===== src/hw/sso_pkg.sv =====
// Purpose: shared constants and types for the safety output restart block
// Assumes: 50 MHz core clock
// Notes:   all times held in their own unit, cycle counts derived here
package sso_pkg;
  localparam int CLK_HZ         = 50_000_000;
  localparam int CYC_PER_MS     = CLK_HZ / 1000;
  localparam int SCAN_PERIOD_MS = 30;
  localparam int MIN_SCANS      = 2;
  localparam int MAX_SCANS      = 16;
  localparam int MIN_RESP_MS    = 62;
  localparam int RECOV_MIN_MS   = 200;
  localparam int RECOV_MAX_MS   = 60000;
  localparam int HOLD_MIN_MS    = 500;
  localparam int HOLD_MAX_MS    = 4500;
  localparam int SEC_LAT_MS     = 10;
  localparam int REF_MIN_PER_OBJ = 3;
  localparam int REF_MAX_POINTS = 15;
  localparam int REF_MIN_TOL_MM = 10;
  localparam int TEST_PERIOD_MS = 100;
  localparam int TEST_PULSE_US  = 200;
  localparam int TEST_PULSE_CYC = (CLK_HZ / 1_000_000) * TEST_PULSE_US;
  // register byte offsets
  localparam logic [7:0] OFF_CTRL    = 8'h00;
  localparam logic [7:0] OFF_RECOV   = 8'h04;
  localparam logic [7:0] OFF_STATUS  = 8'h08;
  localparam logic [7:0] OFF_REF_EN  = 8'h0c;
  localparam logic [7:0] OFF_REF_OBJ = 8'h10;
  localparam logic [1:0] REF_TAB_HI  = 2'h1;
  // control and status field positions
  localparam int CTRL_MANUAL   = 0;
  localparam int CTRL_SCANS_LO = 1;
  localparam int CTRL_SEC_LO   = 6;
  localparam int CTRL_REF_ON   = 8;
  localparam int CTRL_FCLR     = 9;
  localparam int STAT_RESP_LO  = 16;
  // reset values
  localparam logic [4:0]  SCANS_RST = 5'h02;
  localparam logic [15:0] RECOV_RST = 16'h00c8;
  typedef enum logic [1:0] {ST_GO, ST_READY, ST_BLOCKED, ST_FAULT} sso_state_e;
  typedef enum logic [1:0] {TP_IDLE, TP_A, TP_B} sso_test_e;
endpackage


===== src/hw/sso_mem_if.sv =====
// Purpose: carrier between controller and reference point store
// Assumes: one write port, two registered read ports
// Notes:   entry = {tolFar, tolNear, distance}
`timescale 1ns/1ps
`default_nettype none
interface sso_mem_if;
  logic        wrEn;
  logic [3:0]  wrIdx;
  logic [31:0] wrData;
  logic [3:0]  rdIdxA;
  logic [31:0] rdDataA;
  logic [3:0]  rdIdxB;
  logic [31:0] rdDataB;
  modport mem  (input wrEn, wrIdx, wrData, rdIdxA, rdIdxB, output rdDataA, rdDataB);
  modport user (output wrEn, wrIdx, wrData, rdIdxA, rdIdxB, input rdDataA, rdDataB);
endinterface
`default_nettype wire


===== src/hw/sso_ref_mem.sv =====
// Purpose: reference point table, fifteen words
// Assumes: same clock as controller
// Notes:   read data registered, one cycle latency
`timescale 1ns/1ps
`default_nettype none
module sso_ref_mem
  import sso_pkg::*;
(
  input wire logic core_clk,
  input wire logic rstN,
  sso_mem_if.mem   port
);
  logic [31:0] entry [REF_MAX_POINTS];

  genvar g;
  generate
    for (g = 0; g < REF_MAX_POINTS; g++)
    begin : gEnt
      always_ff @(posedge core_clk or negedge rstN)
        if (!rstN)
          entry[g] <= 32'h0;
        else if (port.wrEn && port.wrIdx == 4'(g))
          entry[g] <= port.wrData;
    end
  endgenerate

  // index 15 has no storage and reads zero
  always_ff @(posedge core_clk)
  begin
    port.rdDataA <= (port.rdIdxA == 4'hf) ? 32'h0 : entry[port.rdIdxA];
    port.rdDataB <= (port.rdIdxB == 4'hf) ? 32'h0 : entry[port.rdIdxB];
  end
endmodule
`default_nettype wire


===== src/hw/sso_restart_ctrl.sv =====
// Purpose: safety switch output pair with stop, restart interlock and self test
// Assumes: AHB-Lite single word transfers; detection inputs on core_clk
// Notes:   button and readbacks are pins and are synchronised
`timescale 1ns/1ps
`default_nettype none
module sso_restart_ctrl
  import sso_pkg::*;
#(
  parameter int CYC_MS   = CYC_PER_MS,
  parameter int TEST_CYC = TEST_PULSE_CYC
)(
  input  wire logic        core_clk,
  input  wire logic        rst_n,
  input  wire logic        hsel,
  input  wire logic [31:0] haddr,
  input  wire logic [1:0]  htrans,
  input  wire logic        hwrite,
  input  wire logic [2:0]  hsize,
  input  wire logic [31:0] hwdata,
  input  wire logic        hready,
  output logic      [31:0] hrdata,
  output logic             hreadyout,
  output logic             hresp,
  input  wire logic        objDetect,
  input  wire logic        secStop,
  input  wire logic        measValid,
  input  wire logic [3:0]  measIdx,
  input  wire logic [15:0] measDist,
  input  wire logic        restartBtn,
  input  wire logic        readbackA,
  input  wire logic        readbackB,
  output logic             safeOutA,
  output logic             safeOutB,
  output logic             lampOut,
  output logic             faultOut
);
  ////////////////////////////////////////////////////////////////////////////
  logic [1:0] rstSync_r;
  logic       rstN;
  always_ff @(posedge core_clk or negedge rst_n)
    if (!rst_n)
      rstSync_r <= 2'h0;
    else
      rstSync_r <= {rstSync_r[0], 1'b1};
  assign rstN = rstSync_r[1];

  logic [2:0] pinMeta_r, pinSync_r;
  logic       btnSync, rbA, rbB, btnPrev_r;
  always_ff @(posedge core_clk or negedge rstN)
    if (!rstN)
    begin
      pinMeta_r <= 3'h0;
      pinSync_r <= 3'h0;
      btnPrev_r <= 1'b0;
    end
    else
    begin
      pinMeta_r <= {readbackB, readbackA, restartBtn};
      pinSync_r <= pinMeta_r;
      btnPrev_r <= pinSync_r[0];
    end
  assign btnSync = pinSync_r[0];
  assign rbA     = pinSync_r[1];
  assign rbB     = pinSync_r[2];

  ////////////////////////////////////////////////////////////////////////////
  logic [15:0] msDiv_r;
  logic [4:0]  scanMs_r;
  logic        msTick, scanTick;
  assign msTick   = (msDiv_r == 16'(CYC_MS - 1));
  assign scanTick = msTick && (scanMs_r == 5'(SCAN_PERIOD_MS - 1));
  always_ff @(posedge core_clk or negedge rstN)
    if (!rstN)
    begin
      msDiv_r  <= 16'h0;
      scanMs_r <= 5'h0;
    end
    else
    begin
      msDiv_r <= msTick ? 16'h0 : msDiv_r + 16'h1;
      if (scanTick)
        scanMs_r <= 5'h0;
      else if (msTick)
        scanMs_r <= scanMs_r + 5'h1;
    end

  ////////////////////////////////////////////////////////////////////////////
  logic        manualMode_r, refOn_r;
  logic [4:0]  scans_r, scansEff;
  logic [1:0]  secCnt_r;
  logic [15:0] recov_r, recovEff;
  logic [14:0] refEn_r;
  logic [29:0] refObj_r;
  logic        dWr_r, rdPend_r, rdTab_r, faultClr;
  logic [7:0]  dAddr_r;
  logic [31:0] rdReg_r, status;
  logic        addrPh, ctrlWr;
  sso_mem_if   memBus ();

  // scan count clamped to its range
  assign scansEff = (scans_r < 5'(MIN_SCANS)) ? 5'(MIN_SCANS)
                  : (scans_r > 5'(MAX_SCANS)) ? 5'(MAX_SCANS) : scans_r;
  assign recovEff = (recov_r < 16'(RECOV_MIN_MS)) ? 16'(RECOV_MIN_MS)
                  : (recov_r > 16'(RECOV_MAX_MS)) ? 16'(RECOV_MAX_MS) : recov_r;

  assign addrPh    = hsel && htrans[1] && hready;
  assign ctrlWr    = dWr_r && dAddr_r == OFF_CTRL;
  assign faultClr  = ctrlWr && hwdata[CTRL_FCLR];
  assign hreadyout = !rdPend_r;
  assign hresp     = 1'b0;
  assign hrdata    = rdTab_r ? memBus.rdDataB : rdReg_r;

  always_ff @(posedge core_clk or negedge rstN)
    if (!rstN)
    begin
      dWr_r    <= 1'b0;
      dAddr_r  <= 8'h0;
      rdPend_r <= 1'b0;
      rdTab_r  <= 1'b0;
    end
    else
    begin
      dWr_r    <= addrPh && hwrite;
      rdPend_r <= addrPh && !hwrite;
      if (addrPh)
      begin
        dAddr_r <= haddr[7:0];
        rdTab_r <= !hwrite && haddr[7:6] == REF_TAB_HI;
      end
    end

  always_ff @(posedge core_clk or negedge rstN)
    if (!rstN)
    begin
      manualMode_r <= 1'b0;
      scans_r      <= SCANS_RST;
      secCnt_r     <= 2'h0;
      refOn_r      <= 1'b0;
      recov_r      <= RECOV_RST;
      refEn_r      <= 15'h0;
      refObj_r     <= 30'h0;
    end
    else if (dWr_r)
    begin
      if (ctrlWr)
      begin
        manualMode_r <= hwdata[CTRL_MANUAL];
        scans_r      <= hwdata[CTRL_SCANS_LO +: 5];
        secCnt_r     <= hwdata[CTRL_SEC_LO +: 2];
        refOn_r      <= hwdata[CTRL_REF_ON];
      end
      if (dAddr_r == OFF_RECOV)
        recov_r <= hwdata[15:0];
      if (dAddr_r == OFF_REF_EN)
        refEn_r <= hwdata[14:0];
      if (dAddr_r == OFF_REF_OBJ)
        refObj_r <= hwdata[29:0];
    end

  // wait state lets the read see a write done just before it
  always_ff @(posedge core_clk or negedge rstN)
    if (!rstN)
      rdReg_r <= 32'h0;
    else if (rdPend_r)
      case (dAddr_r)
        OFF_CTRL:    rdReg_r <= {22'h0, 1'b0, refOn_r, secCnt_r, scans_r, manualMode_r};
        OFF_RECOV:   rdReg_r <= {16'h0, recov_r};
        OFF_STATUS:  rdReg_r <= status;
        OFF_REF_EN:  rdReg_r <= {17'h0, refEn_r};
        OFF_REF_OBJ: rdReg_r <= {2'h0, refObj_r};
        default:     rdReg_r <= 32'h0;
      endcase

  assign memBus.wrEn   = dWr_r && dAddr_r[7:6] == REF_TAB_HI;
  assign memBus.wrIdx  = dAddr_r[5:2];
  assign memBus.wrData = hwdata;
  assign memBus.rdIdxB = dAddr_r[5:2];
  assign memBus.rdIdxA = measIdx;

  sso_ref_mem uMem (
    .core_clk (core_clk),
    .rstN     (rstN),
    .port     (memBus.mem)
  );

  ////////////////////////////////////////////////////////////////////////////
  logic [4:0] detCnt_r;
  logic       zoneOcc_r, detStop;
  // stop needs scansEff consecutive detecting scans
  assign detStop = scanTick && objDetect && (detCnt_r + 5'h1 >= scansEff);
  always_ff @(posedge core_clk or negedge rstN)
    if (!rstN)
    begin
      detCnt_r  <= 5'h0;
      zoneOcc_r <= 1'b0;
    end
    else if (scanTick)
    begin
      detCnt_r  <= !objDetect ? 5'h0 : detStop ? detCnt_r : detCnt_r + 5'h1;
      zoneOcc_r <= objDetect && (zoneOcc_r || detStop);
    end

  // latency of 10 ms per secondary unit
  logic       secPrev_r, latRun_r, secFire, secRise;
  logic [5:0] latCnt_r;
  assign secRise = secStop && !secPrev_r;
  assign secFire = (secRise && secCnt_r == 2'h0) || (latRun_r && latCnt_r == 6'h0);
  always_ff @(posedge core_clk or negedge rstN)
    if (!rstN)
    begin
      secPrev_r <= 1'b0;
      latRun_r  <= 1'b0;
      latCnt_r  <= 6'h0;
    end
    else
    begin
      secPrev_r <= secStop;
      if (secRise && secCnt_r != 2'h0 && !latRun_r)
      begin
        latRun_r <= 1'b1;
        latCnt_r <= 6'(SEC_LAT_MS) * {4'h0, secCnt_r};
      end
      else if (secFire)
        latRun_r <= 1'b0;
      else if (latRun_r && msTick)
        latCnt_r <= latCnt_r - 6'h1;
    end

  ////////////////////////////////////////////////////////////////////////////
  logic        measV_r, refDev, refCfgBad, refHit;
  logic [3:0]  measIdx_r;
  logic [15:0] measDist_r;
  logic [16:0] tolN, tolF, refDist;
  logic [3:0]  objHot [REF_MAX_POINTS];
  logic [3:0]  objCnt [4];
  logic [15:0] refEn16;
  always_ff @(posedge core_clk or negedge rstN)
    if (!rstN)
    begin
      measV_r    <= 1'b0;
      measIdx_r  <= 4'h0;
      measDist_r <= 16'h0;
    end
    else
    begin
      measV_r    <= measValid;
      measIdx_r  <= measIdx;
      measDist_r <= measDist;
    end

  assign refDist = {1'b0, memBus.rdDataA[15:0]};
  assign tolN    = {9'h0, (memBus.rdDataA[23:16] < 8'(REF_MIN_TOL_MM))
                          ? 8'(REF_MIN_TOL_MM) : memBus.rdDataA[23:16]};
  assign tolF    = {9'h0, (memBus.rdDataA[31:24] < 8'(REF_MIN_TOL_MM))
                          ? 8'(REF_MIN_TOL_MM) : memBus.rdDataA[31:24]};
  assign refEn16 = {1'b0, refEn_r};
  assign refHit  = refOn_r && measV_r && refEn16[measIdx_r];
  assign refDev  = refHit && ((({1'b0, measDist_r} + tolN) < refDist)
                           || ({1'b0, measDist_r} > refDist + tolF));

  genvar p;
  generate
    for (p = 0; p < REF_MAX_POINTS; p++)
    begin : gObj
      assign objHot[p] = refEn_r[p] ? (4'h1 << refObj_r[2*p +: 2]) : 4'h0;
    end
  endgenerate

  // every used object needs three points; 15 is the table size
  always_comb
  begin
    refCfgBad = 1'b0;
    for (int o = 0; o < 4; o++)
    begin
      objCnt[o] = 4'h0;
      for (int k = 0; k < REF_MAX_POINTS; k++)
        objCnt[o] = objCnt[o] + {3'h0, objHot[k][o]};
      if (objCnt[o] != 4'h0 && objCnt[o] < 4'(REF_MIN_PER_OBJ))
        refCfgBad = refOn_r;
    end
  end

  ////////////////////////////////////////////////////////////////////////////
  sso_state_e  state_r;
  sso_test_e   tp_r;
  logic [12:0] holdMs_r;
  logic [15:0] recovMs_r;
  logic        pressArmed_r, btnRel, holdValid, validRelease, stopReq, testFail;
  assign stopReq = detStop || secFire || refDev || refCfgBad;
  assign btnRel  = btnPrev_r && !btnSync;
  assign holdValid = holdMs_r >= 13'(HOLD_MIN_MS) && holdMs_r <= 13'(HOLD_MAX_MS);
  // only a press begun in ready with a valid hold counts
  assign validRelease = btnRel && holdValid && pressArmed_r;

  always_ff @(posedge core_clk or negedge rstN)
    if (!rstN)
    begin
      holdMs_r     <= 13'h0;
      pressArmed_r <= 1'b0;
      recovMs_r    <= 16'h0;
    end
    else
    begin
      if (!btnSync)
        holdMs_r <= 13'h0;
      else if (msTick && holdMs_r <= 13'(HOLD_MAX_MS))
        holdMs_r <= holdMs_r + 13'h1;
      if (state_r != ST_READY || btnRel)
        pressArmed_r <= 1'b0;
      else if (btnSync && !btnPrev_r)
        pressArmed_r <= 1'b1;
      if (state_r != ST_READY || (scanTick && objDetect))
        recovMs_r <= 16'h0;
      else if (msTick && recovMs_r != 16'hffff)
        recovMs_r <= recovMs_r + 16'h1;
    end

  always_ff @(posedge core_clk or negedge rstN)
    if (!rstN)
      state_r <= ST_BLOCKED;
    else if (testFail)
      state_r <= ST_FAULT;
    else
      case (state_r)
        ST_GO:
          if (stopReq)
            state_r <= ST_BLOCKED;
        ST_BLOCKED:
          if (!zoneOcc_r && !stopReq)
            state_r <= ST_READY;
        ST_READY:
          if (stopReq || zoneOcc_r)
            state_r <= ST_BLOCKED;
          // manual: go only on release; automatic after recovery
          else if (manualMode_r ? validRelease : recovMs_r >= recovEff)
            state_r <= ST_GO;
        ST_FAULT:
          if (faultClr)
            state_r <= ST_BLOCKED;
        default:
          state_r <= ST_BLOCKED;
      endcase

  ////////////////////////////////////////////////////////////////////////////
  logic [6:0]  testMs_r;
  logic [13:0] testCnt_r;
  logic        testEnd, testFault_r, wireFault_r, failA, failB;
  assign testEnd = tp_r != TP_IDLE && testCnt_r == 14'(TEST_CYC - 1);
  // pulsed output must read back low
  assign failA = (tp_r == TP_A) ? rbA : rbB;
  // the other output must stay high, else outputs are tied
  assign failB = (tp_r == TP_A) ? !rbB : !rbA;
  assign testFail = testEnd && state_r == ST_GO && (failA || failB);

  // periodic staggered off pulses while on
  always_ff @(posedge core_clk or negedge rstN)
    if (!rstN)
    begin
      tp_r      <= TP_IDLE;
      testMs_r  <= 7'h0;
      testCnt_r <= 14'h0;
    end
    else if (state_r != ST_GO)
    begin
      tp_r      <= TP_IDLE;
      testMs_r  <= 7'h0;
      testCnt_r <= 14'h0;
    end
    else
    begin
      testCnt_r <= (tp_r == TP_IDLE || testEnd) ? 14'h0 : testCnt_r + 14'h1;
      if (tp_r == TP_IDLE && msTick)
        testMs_r <= testMs_r + 7'h1;
      if (tp_r == TP_IDLE && testMs_r == 7'(TEST_PERIOD_MS))
      begin
        tp_r     <= TP_A;
        testMs_r <= 7'h0;
      end
      else if (testEnd)
        tp_r <= (tp_r == TP_A) ? TP_B : TP_IDLE;
    end

  always_ff @(posedge core_clk or negedge rstN)
    if (!rstN)
    begin
      testFault_r <= 1'b0;
      wireFault_r <= 1'b0;
    end
    else
    begin
      testFault_r <= (testFail && failA) || (testFault_r && !faultClr);
      wireFault_r <= (testFail && failB) || (wireFault_r && !faultClr);
    end

  // two separate channels, each drops on any stop
  always_ff @(posedge core_clk or negedge rstN)
    if (!rstN)
    begin
      safeOutA <= 1'b0;
      safeOutB <= 1'b0;
    end
    else
    begin
      safeOutA <= state_r == ST_GO && !stopReq && !testFail && tp_r != TP_A;
      safeOutB <= state_r == ST_GO && !stopReq && !testFail && tp_r != TP_B;
    end

  assign lampOut  = state_r == ST_READY;
  assign faultOut = state_r == ST_FAULT;

  // response readout 62 + 30 per extra scan + 10 per secondary
  assign status = {6'h0,
                   10'(MIN_RESP_MS + SCAN_PERIOD_MS * (int'(scansEff) - MIN_SCANS)
                       + SEC_LAT_MS * int'(secCnt_r)),
                   7'h0, zoneOcc_r, wireFault_r, testFault_r, refCfgBad,
                   faultOut, state_r == ST_BLOCKED, lampOut, safeOutB, safeOutA};
endmodule
`default_nettype wire


===== config.mk =====
export PLATFORM = sky130hd
export DESIGN_NAME = sso_restart_ctrl
export DESIGN_NICKNAME = d
export VERILOG_FILES = /design/src/hw/sso_pkg.sv /design/src/hw/sso_mem_if.sv /design/src/hw/sso_ref_mem.sv /design/src/hw/sso_restart_ctrl.sv
export SDC_FILE = /design/constraint.sdc
export NUM_CORES = 2
export LEC_CHECK = 0
export ABC_AREA = 1
export BUFFER_PORTS_ARGS = -buffer_cell sky130_fd_sc_hd__buf_2
export CAP_MARGIN = 20
export CORE_MARGIN = 4
export CORE_UTILIZATION = 55
export DETAILED_ROUTE_END_ITERATION = 8
export PLACE_DENSITY_LB_ADDON = 0.25
export SYNTH_ARGS = -nofsm -noshare
export SYNTH_HDL_FRONTEND = slang
export SYNTH_HIERARCHICAL = 1
export SYNTH_SLANG_ARGS = --single-unit

===== constraint.sdc =====
create_clock -name core_clk -period 21.2 [get_ports core_clk]
set_clock_uncertainty 0.1 [all_clocks]
set_input_delay 4.24 -clock core_clk [delete_from_list [all_inputs] [get_ports core_clk]]
set_output_delay 4.24 -clock core_clk [all_outputs]
set_load 0.03 [all_outputs]

==> results.txt <==
* Number of violations reported at the end of detailed-routing iteration 0: 4724
* Total DRC errors in the routed layout: 0
- Commonest non-fill, non-tap cell in the layout: sky130_fd_sc_hd__nand2_1
- Post-CTS Setup Inserts: 0
- VDD IR max: 107 uV
- Crit path kind: input port to register
- Primary flip-flop cell chosen by synthesis mapping: sky130_fd_sc_hd__dfrtp_1
- Gates resized during post-CTS repair numbered 0.
- Sum of net half-perimeters after detailed placement: 91000 microns
- For this run, the total global-route usage over all layers was measured as 33.7%.
* WL per Instance: 20.1 microns
- Signed area change from the synthesized netlist to the final layout: 8.49%
- In this run the clock root is driven by a sky130_fd_sc_hd__clkbuf_16.
* Slew Limit Fails: 0
* Clock sink total: 779
- The critical path goes through clkbuf_8, inv_4, buf_4, buf_4, nand2_1, nand2_1, nand2_1, nand2_1, nand2_1, nand2_1, inv_1, nand2_1.
- Timing-limited maximum frequency: 146 MHz
* Total negative setup slack: 0 ns
- Clock latency of the later-clocked register in the worst-skew pair: 0.64 ns
* Num CTS Buffers: 86
- Post-synthesis xor/xnor area fraction: 1.08%
- The initialized floorplan defines 104 standard-cell rows.
- At the worst endpoint, the arrival time is 7.31 ns.
- Post-route design area: 48500 sq um
- Avg Cell Area, Syn: 7.10 sq um
- Cell area reported after detailed placement: 45700 sq um
- Sequential cell area fraction in the yosys report: 42.9%
* Post-synth top area cell: sky130_fd_sc_hd__dfrtp_1
- Post-Synth Adder-Cell Area: 5.28%
* Complex-gate fraction of the synthesized area: 11.1%
* Sum of routed wire length over all layers: 148000 microns
- Crit path launch type: input port
* Top cells by area, synth: sky130_fd_sc_hd__dfrtp_1 40%, sky130_fd_sc_hd__nand2_1 19%, sky130_fd_sc_hd__o21ai_0 6.7%, sky130_fd_sc_hd__inv_1 6.2%, sky130_fd_sc_hd__nand3_1 5.8%
- First-pass iteration count of the detailed router: 6
- By area, the combinational part of the netlist is dominated by simple AND/OR/NAND/NOR gates.
- The number of antenna violations at the first check in global routing was 5.
* Effective utilization at floorplan: 55.6%
- The largest single stage delay on the critical path is 0.89 ns.
- Worst Max-Slew Pin Slew: 1.20 ns
* Unique cell type count in the Yosys netlist: 63
- Dividing the detail-routed via count by the number of cells gives 5.68.
- After synthesis the cells add up to 44800 sq um.
* Number of cells on the worst reg-to-reg path: 21
* Top Ports: 138
* First-pass GRT wire length: 226000 microns
- Setup repair after global routing left no endpoint under its margin.
- Simple-gate share of the synthesized area: 30.0%
- The H-tree generated during clock tree synthesis spans 3 levels.
* Type of the most critical hold path: register to register
- The worst hold path passes through 0 cells.
* CTS tree: yes
- On the final layout, the worst hold slack is 0.261 ns.
* Pin count of the biggest net entering global routing: 88
* Maximum root-to-sink buffer count: 3
- Placed cells: 7184
* Cell occurring most often along the worst timing path: sky130_fd_sc_hd__nand2_1
* Remaining number of nets flagged by the antenna check after routing: 0
- Max FO, Critical Path: 69
- The critical path starts at measIdx[0].
- Number of hold-repair buffers added at the cts stage: 0
- The floorplan step set the die height to 293 microns.
- Setup slack after layout: 14.34 ns
- Number of violations of the max-capacitance limit: 0
* Die area: 86000 sq um
* Relative slew slack: 20.0%
* Via count: 41771
- Number of synthesized flops with an enable pin: 0
* Share of cells above drive strength 1: 5.86%
* Total of warnings raised by yosys: 6
- Weighted congestion reported at the end of routability-driven placement: 0.975
- Final layout net count: 6473
* Portion of netlist area occupied by mux cells: 0.0475%
- Result of the run: finished clean
- Start of the worst register-to-register path: refEn_r[14]$_DFFE_PN0P_
* Clk pin slew, worst setup/hold paths: 0.06 ns
- Slowest library cell on the worst path: sky130_fd_sc_hd__buf_4
- Endpoints failing setup: 0
- In this run, synthesis produced a sequential element count of 779.
* Buffers on Ports: 108
* X dimension of the die: 293 microns
- The final-report hold violation count is 0.
* Number of global-route vias before repair: 38608
- Counting flops with an async set or reset pin after synthesis yields a share of 91.8%.
- After layout, the worst path uses 32.3% of the clock period.
- Global routing finished with a remaining overflow of 0.
* Area of the core: 80500 sq um
* Total leakage power: 25.9 nW
- STA classifies the critical path endpoint as a register.
- The worst hold path begins at pinMeta_r[1]$_DFF_PN0_.
- Post-route minimum period: 6.86 ns
- OpenSTA, run right after detailed placement, puts the worst setup slack at 13.89 ns.
- Data required, critical path: 21.66 ns
- Power per unit of standard cell area: 103 nW/um^2
- After technology mapping, the gate count stands at 6303.
- The share of synthesized area in the top cell type comes to 39.7%.
- Excluding fillers, the count of instances in the completed layout stands at 7349.
- In the layout the commonest cells are 2258 x sky130_fd_sc_hd__nand2_1, 741 x sky130_fd_sc_hd__inv_1, 705 x sky130_fd_sc_hd__dfrtp_1.
-- power breakdown --
part           switching [mW]  internal [mW]  total, mW
Sequential              0.147           1.64       1.79
Combinational            1.12          0.614       1.73
Clock                   0.624          0.871       1.49
-- synth_stat cells, types with 6 or more instances --
cell and instances:
sky130_fd_sc_hd__nand2_2 8, sky130_fd_sc_hd__fa_1 50, sky130_fd_sc_hd__o21ai_1 7, sky130_fd_sc_hd__o21ai_0 601
sky130_fd_sc_hd__ha_1 109, sky130_fd_sc_hd__o22ai_1 15, sky130_fd_sc_hd__nand2_1 2262, sky130_fd_sc_hd__dfxtp_1 64
sky130_fd_sc_hd__inv_1 745, sky130_fd_sc_hd__nor4_1 15, sky130_fd_sc_hd__nor3_1 58, sky130_fd_sc_hd__nand3_1 516
sky130_fd_sc_hd__xnor2_1 11, sky130_fd_sc_hd__nor2_4 7, sky130_fd_sc_hd__a22oi_1 6, sky130_fd_sc_hd__buf_2 97
sky130_fd_sc_hd__clkinv_1 10, sky130_fd_sc_hd__o211ai_1 59, sky130_fd_sc_hd__nand3b_1 21, sky130_fd_sc_hd__inv_2 6
sky130_fd_sc_hd__nor3b_1 7, sky130_fd_sc_hd__a221oi_1 9, sky130_fd_sc_hd__clkbuf_1 221, sky130_fd_sc_hd__and3_1 7
sky130_fd_sc_hd__dfrtp_1 710, sky130_fd_sc_hd__xor2_1 44, sky130_fd_sc_hd__nor2_1 330, sky130_fd_sc_hd__buf_1 29
sky130_fd_sc_hd__nand4_1 21, sky130_fd_sc_hd__a21oi_1 182
-- worst max-delay path, delay by kind of cell --
kind / cells / cell delay [ns]
AND/OR/NAND/NOR: 7 / 0.59
buffers and inverters: 5 / 2.35
-- through the flow --
| step | utilization (%) | power, mW |
|---|---|---|
| 6_report | 60.3 | 5.02 |
| 5_1_grt | 60.3 | 5.34 |
| 4_1_cts | 60.2 | 5.00 |
| 3_5_place_dp | 56.8 | 3.50 |
| 3_3_place_gp | 56.8 | 3.46 |
| 2_1_floorplan | - | 3.04 |
-- flip-flops by register name (all words and copies together), names as in the netlist, 15 cells and up --
register           flops
recovMs_r             16
recov_r               16
rdReg_r               30
refObj_r              30
uMem/port.rdDataA     32
refEn_r               15
msDiv_r               16
uMem/entry           480
measDist_r            16
uMem/port.rdDataB     32
-- metal layers --
layer	global-route usage, %	routed length (microns)	up-vias
met4	18.3	9640	4
met3	6.87	16700	525
li1	-	-	19706
met5	0	27	-
met2	51.4	63500	2261
met1	45.5	58000	19275
-- cell type report --
type | count | area (sq um)
Antenna cell | 4 | 10.0
Clock buffer | 129 | 2480
Fill cell | 7392 | 32000
Timing Repair Buffer | 169 | 1030
Sequential cell | 779 | 19200
Inverter | 762 | 2870
Clock inverter | 30 | 307
Tap cell | 1060 | 1330
Multi-Input combinational cell | 4416 | 21300
-- kinds of logic (layout without fill, tap and decap cells) --
group,Yosys count,after routing
buffers and inverters,1112,1090
other,2,10
AO/OA/AOI/OAI,922,922
XOR/XNOR,55,55
multiplexers,2,2
flip-flops,779,779
AND/OR/NAND/NOR,3272,3272
adder cells (fa/ha/maj),159,159
-- worst paths after layout --
| path | endpoint | slack (ns) |
|---|---|---|
| min reg2reg | pinSync_r[1]$_DFF_PN0_ | 0.26 |
| max | uMem/port.rdDataA[13]$_SDFF_PN0_ | 14.34 |
| max reg2reg | state_r[0]$_DFFE_PN0P_ | 15.44 |
| min | pinSync_r[1]$_DFF_PN0_ | 0.26 |
| max in group asynchronous | rstSync_r[1]$_DFF_PN0_ | 17.62 |
| min in group asynchronous | uMem/entry[42]$_DFFE_PN0P_ | 0.31 |
No activity file was read; power rests on OpenSTA's default activity.
